==> src/cp_exit_consts.svh <==
// offsets, field positions, reset values and exit codes of the monitor-mode error-exit block
`ifndef CP_EXIT_CONSTS_SVH
`define CP_EXIT_CONSTS_SVH
`define OFF_CTRL 8'h00
`define OFF_EXIT_MODE 8'h04
`define OFF_FIELD_LEN 8'h08
`define OFF_REC_LOC 8'h0C
`define OFF_EXIT_REC 8'h10
`define OFF_OOR_ADDR 8'h14
`define OFF_STATUS 8'h18
`define OFF_MASK 8'h1C
`define OFF_STATE 8'h20
`define EM_RANGE 0
`define EM_INF 1
`define EM_INDEF 2
`define ST_RANGE 0
`define ST_INF 1
`define ST_INDEF 2
`define ST_HW 3
`define ST_HALT 4
`define EC_ILLEGAL 6'h00
`define EC_RANGE 6'h01
`define EC_INF 6'h02
`define EC_INDEF 6'h04
`define EC_CPU_MALF 6'h10
`define EC_HW_MALF 6'h37
`define CHAR_POS_MAX 4'h9
`define UEM_OP_RE 9'h009
`define UEM_OP_WE 9'h00A
`define UEM_OP_RX 9'h00C
`define UEM_OP_WX 9'h00D
`define RST_FIELD_LEN 18'h3FFFF
`endif

==> src/cp_exit_pkg.sv <==
// types shared by the error-exit block
package cp_exit_pkg;
  typedef enum logic [1:0] {
    ST_IDLE = 2'h0,
    ST_STORE = 2'h1,
    ST_XCHG = 2'h3,
    ST_HALT = 2'h2
  } exit_state_t;
  typedef logic [17:0] cm_addr_t;
  typedef logic [5:0] exit_code_t;
endpackage : cp_exit_pkg

==> src/cp_monitor_mode_error_exit.sv <==
// monitor-mode error exit logic with apb register slave
// What this block does
// - selected out-of-range incremental write is blocked, memory unchanged.
// - unselected out-of-range incremental write is suppressed; execution continues.
// - selected out-of-range write leaves the bad address held.
// - after saving exit record, interrupt to executive state then halt.
// - out-of-range fetch or branch inhibits execution, stores code 01 with target.
// - out-of-range fetch or branch exits regardless of range exit mode bit.
// - compare/move flags range error on char position over 9 or operand out of range.
// - bad char position skips memory access; bad operand leaves instruction unexecuted.
// - extended memory failure on 011/012 passes; unselected resumes next word.
// - extended memory failure on 014/015 unselected passes, resumes next parcel.
// - selected extended memory failure passes, stores P and 01, interrupts, halts.
// - infinite code 02, indefinite 04; selected stores and halts, else continues.
// - parity or double-bit memory error always interrupts and halts.
// - hardware error records P with code 20 at the exit location.
// - exit code field is six bits with fixed code assignments.
// - exit mode bits come from the loaded exchange package fourth word; here an APB write to OFF_EXIT_MODE sets them.
//
// Our own choices: the placing of the registers and the APB slave port.
`timescale 1ns/1ps
`default_nettype none
`include "cp_exit_consts.svh"
module cp_monitor_mode_error_exit #(
  parameter int AW = 18
) (
  input wire logic pclk,
  input wire logic presetn,
  input wire logic psel,
  input wire logic penable,
  input wire logic pwrite,
  input wire logic [7:0] paddr,
  input wire logic [31:0] pwdata,
  output logic [31:0] prdata,
  output logic pready,
  output logic pslverr,
  input wire logic monitor_flag,
  input wire logic instr_done,
  input wire cp_exit_pkg::cm_addr_t p_addr,
  input wire logic incr_write_req,
  input wire cp_exit_pkg::cm_addr_t incr_write_addr,
  input wire logic next_instruction_fetch,
  input wire cp_exit_pkg::cm_addr_t fetch_addr,
  input wire logic compare_move_unit,
  input wire logic [3:0] first_char_position,
  input wire logic [3:0] second_char_position,
  input wire cp_exit_pkg::cm_addr_t first_operand_address,
  input wire cp_exit_pkg::cm_addr_t second_operand_address,
  input wire logic extended_memory,
  input wire logic [8:0] uem_opcode,
  input wire logic uem_range_fail,
  input wire logic fp_infinite,
  input wire logic fp_indefinite,
  input wire logic hw_parity_error,
  input wire logic double_bit_error,
  output logic cm_write_allow,
  output logic inhibit_execution,
  output logic cmu_skip_memory,
  output logic uem_pass,
  output logic resume_next_word,
  output logic resume_next_parcel,
  output logic exit_record_write,
  output cp_exit_pkg::cm_addr_t exit_record_location,
  output logic [23:0] exit_record_data,
  output cp_exit_pkg::cm_addr_t out_of_range_address,
  output logic exec_interrupt,
  output logic cpu_halted,
  output logic irq
);
  import cp_exit_pkg::*;

  exit_state_t state, next_state;
  logic [2:0] exit_mode_selection, next_exit_mode_selection;
  cm_addr_t field_len, next_field_len;
  cm_addr_t rec_loc, next_rec_loc;
  cm_addr_t oor, next_oor;
  logic [23:0] rec, next_rec;
  logic [4:0] status, next_status, mask, next_mask;
  logic rec_wr, next_rec_wr, xint, next_xint;
  logic [31:0] rdata, next_rdata;
  logic wr_ok, fe_ok, k1_ok, k2_ok;
  logic active, wr_oor, fe_oor, cmu_char, cmu_op, uem_oor, uem_word_op;
  logic range_err, range_exit, hw_err, inf_exit, indef_exit, take;
  logic [4:0] events;
  exit_code_t code;
  cm_addr_t saved_p;
  logic apb_wr, apb_rd, resume;

  // one comparator per address that the block guards
  range_check #(.AW(AW)) u_wr_chk (.addr(incr_write_addr), .limit(field_len), .in_range(wr_ok));
  range_check #(.AW(AW)) u_fe_chk (.addr(fetch_addr), .limit(field_len), .in_range(fe_ok));
  range_check #(.AW(AW)) u_k1_chk (.addr(first_operand_address), .limit(field_len), .in_range(k1_ok));
  range_check #(.AW(AW)) u_k2_chk (.addr(second_operand_address), .limit(field_len), .in_range(k2_ok));

  // a halted processor executes nothing, so detection only runs from idle
  assign active = monitor_flag && (state == ST_IDLE) && instr_done;
  assign wr_oor = active && incr_write_req && !wr_ok;
  assign fe_oor = active && next_instruction_fetch && !fe_ok;
  assign cmu_char = active && compare_move_unit &&
                    ((first_char_position > `CHAR_POS_MAX) || (second_char_position > `CHAR_POS_MAX));
  assign cmu_op = active && compare_move_unit && (!k1_ok || !k2_ok);
  assign uem_word_op = (uem_opcode == `UEM_OP_RE) || (uem_opcode == `UEM_OP_WE);
  assign uem_oor = active && extended_memory && uem_range_fail &&
                   (uem_word_op || (uem_opcode == `UEM_OP_RX) || (uem_opcode == `UEM_OP_WX));
  assign range_err = wr_oor || fe_oor || cmu_char || cmu_op || uem_oor;
  assign range_exit = fe_oor ||
                      ((wr_oor || cmu_char || cmu_op || uem_oor) && exit_mode_selection[`EM_RANGE]);
  assign hw_err = active && (hw_parity_error || double_bit_error);
  assign inf_exit = active && fp_infinite && exit_mode_selection[`EM_INF];
  assign indef_exit = active && fp_indefinite && exit_mode_selection[`EM_INDEF];
  assign take = hw_err || range_exit || inf_exit || indef_exit;

  assign cm_write_allow = incr_write_req && !wr_oor;
  assign inhibit_execution = fe_oor || cmu_op;
  assign cmu_skip_memory = cmu_char || cmu_op;
  assign uem_pass = uem_oor;
  assign resume_next_word = uem_oor && uem_word_op && !take;
  assign resume_next_parcel = uem_oor && !uem_word_op && !take;

  // fixed priority for the code field: hardware error, then range, then infinite, then indefinite
  always_comb begin
    if (hw_err) begin
      code = `EC_CPU_MALF;
    end else if (range_exit) begin
      code = `EC_RANGE;
    end else if (inf_exit) begin
      code = `EC_INF;
    end else begin
      code = `EC_INDEF;
    end
    saved_p = (!hw_err && fe_oor) ? fetch_addr : p_addr;
  end

  assign events = {1'b0, hw_err, active && fp_indefinite, active && fp_infinite, range_err};
  assign apb_wr = psel && penable && pwrite;
  assign apb_rd = psel && !penable && !pwrite;
  assign resume = apb_wr && (paddr == `OFF_CTRL) && pwdata[0];

  // exit sequence: store record, interrupt to executive state, halt
  always_comb begin
    next_state = state;
    next_rec = rec;
    next_rec_wr = 1'b0;
    next_xint = 1'b0;
    next_oor = oor;
    case (state)
      ST_IDLE: begin
        if (take) begin
          next_state = ST_STORE;
          next_rec = {code, saved_p};
          next_rec_wr = 1'b1;
        end
        if (wr_oor && exit_mode_selection[`EM_RANGE]) begin
          next_oor = incr_write_addr;
        end
      end
      ST_STORE: begin
        next_state = ST_XCHG;
        next_xint = 1'b1;
      end
      ST_XCHG: next_state = ST_HALT;
      ST_HALT: begin
        if (resume) begin
          next_state = ST_IDLE;
        end
      end
      default: next_state = ST_IDLE;
    endcase
  end

  // register file: writes on access phase, read data latched in setup
  always_comb begin
    next_exit_mode_selection = exit_mode_selection;
    next_field_len = field_len;
    next_rec_loc = rec_loc;
    next_mask = mask;
    next_status = status | events | {next_state == ST_HALT && state != ST_HALT, 4'h0};
    next_rdata = rdata;
    if (apb_wr) begin
      case (paddr)
        `OFF_EXIT_MODE: next_exit_mode_selection = pwdata[2:0];
        `OFF_FIELD_LEN: next_field_len = pwdata[17:0];
        `OFF_REC_LOC: next_rec_loc = pwdata[17:0];
        `OFF_MASK: next_mask = pwdata[4:0];
        // set wins over the write-one clear
        `OFF_STATUS: next_status = (status & ~pwdata[4:0]) | events |
                                   {next_state == ST_HALT && state != ST_HALT, 4'h0};
        default: ;
      endcase
    end
    if (apb_rd) begin
      case (paddr)
        `OFF_CTRL: next_rdata = 32'h0;
        `OFF_EXIT_MODE: next_rdata = {29'h0, exit_mode_selection};
        `OFF_FIELD_LEN: next_rdata = {14'h0, field_len};
        `OFF_REC_LOC: next_rdata = {14'h0, rec_loc};
        `OFF_EXIT_REC: next_rdata = {8'h0, rec};
        `OFF_OOR_ADDR: next_rdata = {14'h0, oor};
        `OFF_STATUS: next_rdata = {27'h0, status};
        `OFF_MASK: next_rdata = {27'h0, mask};
        `OFF_STATE: next_rdata = {30'h0, state};
        default: next_rdata = 32'h0;
      endcase
    end
  end

  always_ff @(posedge pclk or negedge presetn) begin
    if (!presetn) begin
      state <= ST_IDLE;
      rec <= 24'h0;
      rec_wr <= 1'b0;
      xint <= 1'b0;
      oor <= 18'h0;
      exit_mode_selection <= 3'h0;
      field_len <= `RST_FIELD_LEN;
      rec_loc <= 18'h0;
      mask <= 5'h0;
      status <= 5'h0;
      rdata <= 32'h0;
    end else begin
      state <= next_state;
      rec <= next_rec;
      rec_wr <= next_rec_wr;
      xint <= next_xint;
      oor <= next_oor;
      exit_mode_selection <= next_exit_mode_selection;
      field_len <= next_field_len;
      rec_loc <= next_rec_loc;
      mask <= next_mask;
      status <= next_status;
      rdata <= next_rdata;
    end
  end

  assign prdata = rdata;
  assign pready = 1'b1;
  assign pslverr = 1'b0;
  assign exit_record_write = rec_wr;
  assign exit_record_data = rec;
  assign exit_record_location = rec_loc;
  assign out_of_range_address = oor;
  assign exec_interrupt = xint;
  assign cpu_halted = (state == ST_HALT);
  assign irq = |(status & mask);
endmodule : cp_monitor_mode_error_exit
`default_nettype wire

==> src/range_check.sv <==
// address against field-length comparison
`timescale 1ns/1ps
`default_nettype none
module range_check #(
  parameter int AW = 18
) (
  input wire logic [AW-1:0] addr,
  input wire logic [AW-1:0] limit,
  output logic in_range
);
  assign in_range = addr < limit;
endmodule : range_check
`default_nettype wire

==> config.mk <==
export PLATFORM = sky130hd
export DESIGN_NAME = cp_monitor_mode_error_exit
export DESIGN_NICKNAME = d
export VERILOG_FILES = /design/src/cp_exit_pkg.sv /design/src/cp_monitor_mode_error_exit.sv /design/src/range_check.sv
export VERILOG_INCLUDE_DIRS = /design/src
export SDC_FILE = /design/constraint.sdc
export NUM_CORES = 1
export LEC_CHECK = 0
export BUFFER_PORTS_ARGS = -buffer_cell sky130_fd_sc_hd__clkbuf_2
export CORE_MARGIN = 3
export CORE_UTILIZATION = 30
export CTS_CLUSTER_SIZE = 20
export DETAILED_ROUTE_END_ITERATION = 10
export MAX_ROUTING_LAYER = met4
export PLACE_DENSITY = 0.58
export SKIP_CTS_REPAIR_TIMING = 1
export SLEW_MARGIN = 10
export SYNTH_ARGS = -nofsm -noshare
export SYNTH_HDL_FRONTEND = slang
export SYNTH_SLANG_ARGS = --single-unit
==> constraint.sdc <==
create_clock -name pclk -period 3.7 [get_ports pclk]
set_input_delay 0.37 -clock pclk [delete_from_list [all_inputs] [get_ports pclk]]
set_output_delay 0.37 -clock pclk [all_outputs]
set_load 0.01 [all_outputs]
==> results.ini, run 1 <==
[finish]
area_growth_syn_to_layout_pct=32.3
drive_above_1_share_pct=45.5
n_fill_cell=2325
final_nets=1130
utilization_pct=40.8

[synthesis]
syn_avg_cell_area_sq_um=10.8
synthTopCellsByArea=dfrtp_1, ha_1, mux2_2, dfstp_2, nand2_1
synth_commonest_cells=dfrtp_1, nand2_1, mux2_2
yosysWarningCount=0
ys_seq_area_share_pct=41.1
synth.distinct_cells=60
synth_top_area_share_pct=34.4
synth_edf_count=0
async_flop_share_pct=100
synth.most_common_cell=dfrtp_1
synth_seq_cells=115
synthCells=653
synth_ff_type=dfrtp_1
synth_top_cell_by_area=dfrtp_1
syn-cell-area_sq_mm=0.00705

[drt]
avgRoutedWirePerCell_um=20.4
vias=6193
ant_nets=0
drt_iter0_drc=356
wl_mm=25.1
routed_via_density=5.05
drt_pre_antenna_iters=5
drcViolationCount=0

[floorplan]
io_pins=267
fp.dieArea_sq_mm=0.0254
die_x_um=159
initial_utilization_pct=30.9
rows=55
fp.dieH_um=159
core_sq_mm=0.0228

[timing]
hold_ws_ps=-7.36
rsz0062_at_grt=true
maxSlewViolCount=0
fin_crit_sh_pct=99.4
fin_skew_ps=11.5
relSlewSlack_pct=51.1
fmax_mhz=272
report.final.hold_viol_count=3
period_needed_ps=3680
setup_viol=0
worst_pin_slew_ps=733

[place]
dp_hpwl_mm=19.3
place.gp.congestion=0.861
io_buffers=236

[setup_path]
reg2reg_from=field_len[9]
path_cells=inv_4, ha_4, and2_4, a221o_1, o2bb2ai_2, or4_4, o2111ai_4, nand3_4, nor4_4, buf_2
cp.required_ps=3330
path_buf_inv=2
reg2regPathDepth=9
end_kind=output pin
start_kind=flip-flop
reg2reg_to=exit_record_data[8]
crit_path_end=resume_next_word
cp_top_family=simple AND/OR/NAND/NOR gates
crit_path_top_delay_cell=or4_4
crit_path_max_fanout=5
worstPathArrival_ps=3310
crit_start=field_len[13]
path_class=flip-flop to output pin
slowest_delay_ps=590
worst-path-stages=10
reg2reg_slack_ps=380

[global_routing]
track_usage_pct=20.3
gr-total-overflow=0
grt_pass1_wl_mm=38.2
grt_antenna_before_repair=1
grt_pass1_vias=6323
grt_max_degree=64

[job]
max_cap_viol_count=0

[clock_tree]
numCtsBuffers=17
cts_tree=built
clock_path_buffers=2
clk_latency_ps=420
clock_sinks=115
clock-root-buffer=clkbuf_16
h-tree-depth=4
clk_pin_slew_worst_paths_ps=60

[status]
status=finished with violations
failed_checks=negative hold slack

[power]
ir_drop_mv=0.237
p_leak_nw=4.88
power_density_mw_per_mm2=431
power_w=0.00402

[worst_hold_path]
hp-class=primary input to asynchronous set/reset pin

-- how the worst min path moves through the flow --
| stage | start | to | cells after the start | slack, ps |
|---|---|---|---|---|
| 2_1_floorplan | presetn | exec_interrupt | 0 | 70 |
| 3_3_place_gp | prdata[5] | prdata[5] | 1 | 460 |
| 3_5_place_dp | presetn | exit_record_data[22] | 1 | 470 |
| 4_1_cts | presetn | exit_record_data[22] | 1 | 20 |
| 5_1_grt | presetn | prdata[22] | 1 | 50 |
| 6_report | presetn | prdata[22] | 1 | -7 |
-- area by class of cell --
| type | instances | area, sq um | area share (%) |
|---|---|---|---|
| Clock buffer | 20 | 447 | 4.79 |
| Tap cell | 313 | 392 | 4.20 |
| Timing Repair Buffer | 254 | 1340 | 14.4 |
| Multi-Input combinational cell | 489 | 3970 | 42.6 |
| Sequential cell | 115 | 2900 | 31.1 |
| Inverter | 22 | 87.6 | 0.939 |
| Clock inverter | 12 | 181 | 1.95 |
| Antenna cell | 1 | 2.50 | 0.0268 |
-- sequential cells by signal (all words and copies together) (netlist names) --
name                  count
exit_mode_selection       3
status                    5
out_of_range_address     18
exec_interrupt            1
exit_record_data         22
exit_record_location     18
prdata                   22
field_len                18
exit_record_write         1
state                     2
mask                      5
-- per-stage QoR --
step           cells  setup WS (ps)  hold WS, ps  instance area [sq um]  TNS (ps)
6_report        1226           23.6        -7.36                   9320         0
5_1_grt         1226          -94.0         51.4                   9320      -114
4_1_cts         1223           -112         22.1                   9220      -149
3_5_place_dp    1191            332          471                   8590         0
3_3_place_gp    1191            396          460                   8590         0
2_1_floorplan    665            469         74.4                   7090         0
-- cell usage in the layout, fill, tap and decap left out, types with 3 or more instances in the layout --
cell type  netlist  final
nand4_1         10     10
ha_4             0      3
mux4_2           5      5
clkbuf_2         0    234
a31oi_1          4      4
clkbuf_16        0     17
mux2_4          14     14
inv_1           22     18
a21oi_1         42     42
a211oi_1         3      3
nor2b_1          4      4
conb_1           2     14
nand3_1          9      9
dfstp_2         18     18
nor2_1          19     19
and3_1           7      7
dfrtp_1         97     97
or4_1            3      3
buf_4           14     17
a222oi_1        14     14
nor3_1           5      5
bufinv_16        0      4
ha_1            68     65
nand2_1         80     80
a22o_1           6      6
o21ai_0         38     37
nand2b_1         6      6
clkinv_4         0      5
mux2_2          70     70
and4_1           5      5
xnor2_1          3      3
a21o_1          17     17
-- per-layer routing --
| layer | track usage [%] | routed length [um] | up-vias |
|---|---|---|---|
| li1 | - | - | 2902 |
| met1 | 27.8 | 11900 | 2995 |
| met2 | 30.1 | 11200 | 260 |
| met3 | 3.85 | 1400 | 36 |
| met4 | 6.84 | 532 | 0 |
| met5 | - | 0 | - |
-- kinds of logic after synthesis --
| family | Yosys count | synth area share, % |
|---|---|---|
| flip-flops | 115 | 41.1 |
| XOR/XNOR | 3 | 0.373 |
| AND/OR/NAND/NOR | 164 | 11.6 |
| other | 2 | 0.107 |
| AO/OA/AOI/OAI | 149 | 14.3 |
| adder cells (fa/ha/maj) | 68 | 12.1 |
| buffers and inverters | 61 | 4.37 |
| multiplexers | 91 | 16.0 |
-- report_power, final --
part           leakage, nW  internal [W]  switching [W]
Clock                0.304       0.00115       0.000626
Sequential            1.48       0.00141       0.000154
Combinational         3.09      0.000361       0.000328
No activity file was read; power rests on OpenSTA's default activity.
==> run 2, diff against run 1 <==
--- a/config.mk
+++ b/config.mk
@@ -13,6 +13,7 @@
 export DETAILED_ROUTE_END_ITERATION = 10
 export MAX_ROUTING_LAYER = met4
 export PLACE_DENSITY = 0.58
+export REMOVE_ABC_BUFFERS = 1
 export SKIP_CTS_REPAIR_TIMING = 1
 export SLEW_MARGIN = 10
 export SYNTH_ARGS = -nofsm -noshare
==> results.ini, run 2 (synthesized netlist as in run 1, its figures left out) <==
[status]
status=finished, final reports clean

[floorplan]
initial_utilization_pct=30.9  ; unchanged
fp.dieH_um=159  ; unchanged
io_pins=267  ; unchanged
rows=55  ; unchanged
fp.dieArea_sq_mm=0.0254  ; unchanged
die_x_um=159  ; unchanged
core_sq_mm=0.0228  ; unchanged

[drt]
ant_nets=0  ; unchanged
wl_mm=25.2  ; +0.75%
drcViolationCount=0  ; unchanged
drt_pre_antenna_iters=6  ; +1
vias=6193  ; unchanged
dr_wl_met2_mm=11.8  ; +5.1%
avgRoutedWirePerCell_um=20.6  ; +0.59%
drt_iter0_drc=502  ; +41%
top_layer=met4
routed_via_density=5.04  ; -0.16%
wl_met3_mm=1.28  ; -8.6%
wl_met1_mm=11.7  ; -1.1%

[setup_path]
cp.required_ps=3330  ; about the same
slowest_delay_ps=580  ; about the same
crit_start=field_len[13]
start_kind=flip-flop
reg2regPathDepth=9  ; unchanged
path_cells=inv_4, ha_4, and2_4, a221o_1, o2bb2ai_1, or4_4, o2111ai_4, nand3_4, nor4_4, buf_2
path_class=flip-flop to output pin
crit_path_max_fanout=7  ; +2
reg2reg_from=field_len[17]
crit_path_top_delay_cell=or4_4
worstPathArrival_ps=3290  ; -20 ps
end_kind=output pin

[finish]
n_fill_cell=2321  ; -0.17%
seqCellArea_sq_mm=0.00290  ; unchanged
final_area_sq_mm=0.00936  ; +0.35%
diodes=0  ; -1
final_nets=1133  ; +0.27%
final_cell_mix=clkbuf_2, dfrtp_1, nand2_1
area_growth_syn_to_layout_pct=32.7
drive_above_1_share_pct=45.9  ; +0.40 points
multi_input_area_sq_mm=0.00398  ; +0.16%
final_common_cell=clkbuf_2

[timing]
relSlewSlack_pct=47.5  ; -3.6 points
period_needed_ps=3660  ; -11.8 ps
fmax_mhz=273  ; +0.32%
rsz0062_at_grt=true
maxSlewViolCount=0  ; unchanged
fin_skew_ps=16.2  ; +4.66 ps
hold_ws_ps=5.21  ; +12.6 ps
setup_viol=0  ; unchanged
setup_tns_ps=0  ; unchanged
worst_pin_slew_ps=787  ; +53.5 ps
report.final.hold_viol_count=0  ; -3
fin_crit_sh_pct=99.0  ; -0.32 points

[clock_tree]
clock_sinks=115  ; unchanged
numCtsBuffers=17  ; unchanged
clock_path_buffers=2  ; unchanged
cts_tree=built
clk_latency_ps=430  ; about the same
h-tree-depth=4  ; unchanged
clock-root-buffer=clkbuf_16
clk_pin_slew_worst_paths_ps=60  ; about the same

[global_routing]
grt_pass1_wl_mm=37.8  ; -1.0%
gr-total-overflow=0  ; unchanged
track_usage_pct=20.2  ; -0.050 points
grt_max_degree=63  ; -1.6%
grt_pass1_vias=6226  ; -1.5%
grt_antenna_before_repair=1  ; unchanged

[place]
io_buffers=236  ; unchanged
place.gp.congestion=0.833  ; -3.2%
dpl_cell_area_sq_mm=0.00861  ; +0.23%
dp_hpwl_mm=19.1  ; -1.1%

[power]
clkPwrFrac_pct=43.8  ; -0.3 points
swShare_pct=28.7  ; +1.2 points
comb_power_share_pct=17.4  ; +0.3 points
internal_power_w=0.00286  ; -2.0%
p_seq_share_pct=38.8  ; about the same
power_density_mw_per_mm2=429  ; -0.69%
p_leak_nw=4.88  ; about the same
power.switching_w=0.00115  ; +4.1%
ir_drop_mv=0.264  ; +11%

[job]
max_cap_viol_count=0  ; unchanged

[worst_hold_path]
hp-class=primary input to asynchronous set/reset pin

[run 2: through the flow]
step / instances / utilization [%] / worst slack (ps) / total power (W)
floorplan: 626 / - / 376 / 0.00188
global route: 1228 / 41.0 / -130 / 0.00417
CTS: 1224 / 40.4 / -199 / 0.00404
finish: 1228 / 41.0 / 35.4 / 0.00401
global placement: 1192 / 37.7 / 289 / 0.00225
detailed placement: 1192 / 37.7 / 272 / 0.00226
[run 2: final cells by class]
type | instances | area share, %
Timing Repair Buffer | 257 | 14.8
Clock inverter | 14 | 1.91
Clock buffer | 18 | 4.69
Tap cell | 313 | 4.19
Inverter | 22 | 0.936
Sequential cell | 115 | 31.0
Multi-Input combinational cell | 489 | 42.5
[run 2: worst max-delay path, delay by kind of cell (launching register included)]
family | cells | cell delay (ps)
AND/OR/NAND/NOR | 4 | 1150
adder cells (fa/ha/maj) | 1 | 230
flip-flops | 1 | 550
AO/OA/AOI/OAI | 3 | 730
buffers and inverters | 2 | 210
[run 2: worst paths after layout]
path / endpoint / slack, ps
setup / recovery: resume_next_parcel / 40
min in group pclk: field_len[17] / 160
setup reg to reg: out_of_range_address[16] / 460
max in group asynchronous: field_len[8] / 2840
hold reg to reg: prdata[12] / 480
hold / removal: exit_record_location[10] / 5
[run 2: layer usage]
metal  track usage [%]  vias to the layer above
li1                  -                     2902
met4              5.25                        0
met3              3.23                       25
met2              31.8                      248
met5                 -                        -
met1              27.3                     3018
[run 2: power by group through the flow]
stage / sequential, W / combinational (W) / clock (W)
final: 0.00156 / 0.000699 / 0.00175
after detailed placement: 0.00157 / 0.000697 / 0
after CTS: 0.00155 / 0.000697 / 0.00179
after floorplan: 0.00157 / 0.000310 / 0
after global placement: 0.00157 / 0.000686 / 0
after global routing: 0.00157 / 0.000764 / 0.00183
==> run 3, diff against run 2 <==
--- a/config.mk
+++ b/config.mk
@@ -7,12 +7,13 @@
 export NUM_CORES = 1
 export LEC_CHECK = 0
 export BUFFER_PORTS_ARGS = -buffer_cell sky130_fd_sc_hd__clkbuf_2
+export CORE_ASPECT_RATIO = 0.8
 export CORE_MARGIN = 3
 export CORE_UTILIZATION = 30
 export CTS_CLUSTER_SIZE = 20
 export DETAILED_ROUTE_END_ITERATION = 10
 export MAX_ROUTING_LAYER = met4
-export PLACE_DENSITY = 0.58
+export PLACE_DENSITY = 0.6
 export REMOVE_ABC_BUFFERS = 1
 export SKIP_CTS_REPAIR_TIMING = 1
 export SLEW_MARGIN = 10
==> constraint.sdc (replaced) <==
create_clock -name pclk -period 2.98 [get_ports pclk]
set_input_delay 0.298 -clock pclk [delete_from_list [all_inputs] [get_ports pclk]]
set_output_delay 0.298 -clock pclk [all_outputs]
set_load 0.01 [all_outputs]
==> results.ini, run 3 (synthesized netlist as in run 1, its figures left out) <==
[timing]
fin_skew_ps=12.4  ; -3.80 ps
period_needed_ps=3450
setup_tns_ps=-3470  ; -3470 ps
relSlewSlack_pct=42.5  ; -5.0 points
report.final.hold_viol_count=0  ; unchanged
fin_crit_sh_pct=116
maxSlewViolCount=0  ; unchanged
rsz0062_at_grt=true
setup_viol=23  ; +23
worst_pin_slew_ps=853  ; +66.4 ps
fmax_mhz=290
fin_ws_ps=-473  ; -508 ps

[clock_tree]
numCtsBuffers=17  ; unchanged
clock_sinks=115  ; unchanged
h-tree-depth=4  ; unchanged
clk_pin_slew_worst_paths_ps=50  ; about the same
clock_path_buffers=2  ; unchanged
clock-root-buffer=clkbuf_16
clk_latency_ps=410  ; -20 ps
cts_tree=built

[global_routing]
grt_antenna_before_repair=1  ; unchanged
grt_max_degree=65  ; +3.2%
track_usage_pct=20.7  ; +0.48 points
gr-total-overflow=0  ; unchanged
grt_pass1_wl_mm=37.7  ; -0.22%
grt_pass1_vias=6317  ; +1.5%

[floorplan]
fp.dieH_um=143  ; -10%
rows=49  ; -11%
fp.dieArea_sq_mm=0.0254  ; about the same
io_pins=267  ; unchanged
core_sq_mm=0.0228  ; -0.18%
die_x_um=177  ; +11%
initial_utilization_pct=30.9  ; +0.054 points

[finish]
final_common_cell=clkbuf_2
final_nets=1164  ; +2.7%
area_growth_syn_to_layout_pct=37.2
drive_above_1_share_pct=48.4  ; +2.5 points
final_cell_mix=clkbuf_2, dfrtp_1, nand2_1
n_fill_cell=2238  ; -3.6%

[drt]
drt_iter0_drc=589  ; +17%
routed_via_density=5.10  ; +1.2%
wl_mm=25.9  ; +2.7%
vias=6394  ; +3.2%
ant_nets=0  ; unchanged
drt_pre_antenna_iters=7  ; +1
drcViolationCount=0  ; unchanged
avgRoutedWirePerCell_um=20.7  ; +0.63%

[setup_path]
cp.required_ps=2680  ; -650 ps
path_cells=inv_2, ha_4, a21o_1, a221o_1, o2bb2ai_1, or4_4, o2111ai_4, nand3_4, nor4_4, buf_2
end_kind=output pin
slowest_delay_ps=560  ; -20 ps
crit_path_max_fanout=4  ; -3
path_class=flip-flop to output pin
crit_path_top_delay_cell=dfstp_2
worstPathArrival_ps=3160  ; -130 ps
start_kind=flip-flop

[place]
io_buffers=236  ; unchanged
dp_hpwl_mm=20.5  ; +7.0%
place.gp.congestion=0.873  ; +4.8%

[power]
power_density_mw_per_mm2=501  ; +17%
ir_drop_mv=0.360  ; +36%
power_w=0.00485  ; +21%
p_leak_nw=5.02  ; +2.9%

[job]
max_cap_viol_count=0  ; unchanged

[status]
failed_checks=negative setup slack
status=finished with violations

[worst_hold_path]
hp-class=primary input to asynchronous set/reset pin

==> run 3: changes by cell type in the layout (fill, tap and decap cells not counted), sizes merged <==
cell / before / now
buf: 24 / 56
clkbuf: 251 / 257
clkinvlp: 3 / 1
bufinv: 3 / 2
inv: 24 / 21
diode: 0 / 1
clkinv: 6 / 5
==> run 3: worst paths after layout <==
| path | start | to | slack, ps | depth (start not counted) |
|---|---|---|---|---|
| worst max-delay path | field_len[11] | resume_next_parcel | -470 | 10 |
| worst min-delay path | presetn | prdata[12] | 8 | 1 |
| worst max register to register | field_len[8] | exit_record_data[1] | -110 | 10 |
| worst min register to register | prdata[18] | prdata[18] | 480 | 2 |
| max in group asynchronous | presetn | field_len[0] | 2140 | 2 |
| min in group pclk | pwdata[14] | field_len[14] | 110 | 3 |
==> run 3: cell type report <==
| class | count | area (sq um) | area share, % |
|---|---|---|---|
| Antenna cell | 1 | 2.50 | 0.0259 |
| Clock buffer | 25 | 475 | 4.92 |
| Clock inverter | 7 | 100 | 1.03 |
| Inverter | 22 | 86.3 | 0.893 |
| Multi-Input combinational cell | 489 | 4060 | 42.0 |
| Sequential cell | 115 | 2900 | 30.0 |
| Tap cell | 306 | 383 | 3.96 |
| Timing Repair Buffer | 288 | 1660 | 17.2 |
==> run 3: critical path: cells and delay by family (launching register included) <==
family                   cells  cell delay [ps]
flip-flops                   1              560
AND/OR/NAND/NOR              3              900
adder cells (fa/ha/maj)      1              210
buffers and inverters        2              240
AO/OA/AOI/OAI                4              840
==> run 3: where the power goes <==
part	leakage, nW	internal (W)	switching, W
clock network	0.280	0.00128	0.000726
registers	1.48	0.00175	0.000193
logic	3.26	0.000471	0.000428
==> run 3: per-layer routing <==
layer | vias to the layer above | track usage [%] | share of wire [%]
li1 | 2980 | - | -
met4 | 0 | 4.38 | 1.3
met3 | 18 | 5.24 | 7.7
met1 | 3135 | 29.1 | 48
met2 | 261 | 30.2 | 43
met5 | - | - | 0
==> run 3: metrics by stage <==
step / area, sq um / util (%) / std cells / setup WS (ps) / hold slack [ps]
after floorplan: 6870 / - / 626 / -272 / 2.41
after global placement: 8890 / 39.0 / 1216 / -229 / 465
after global routing: 9670 / 42.4 / 1253 / -596 / 61.2
after detailed placement: 8890 / 39.0 / 1216 / -250 / 467
after CTS: 9460 / 41.5 / 1248 / -705 / 25.2
final: 9670 / 42.4 / 1253 / -473 / 8.05
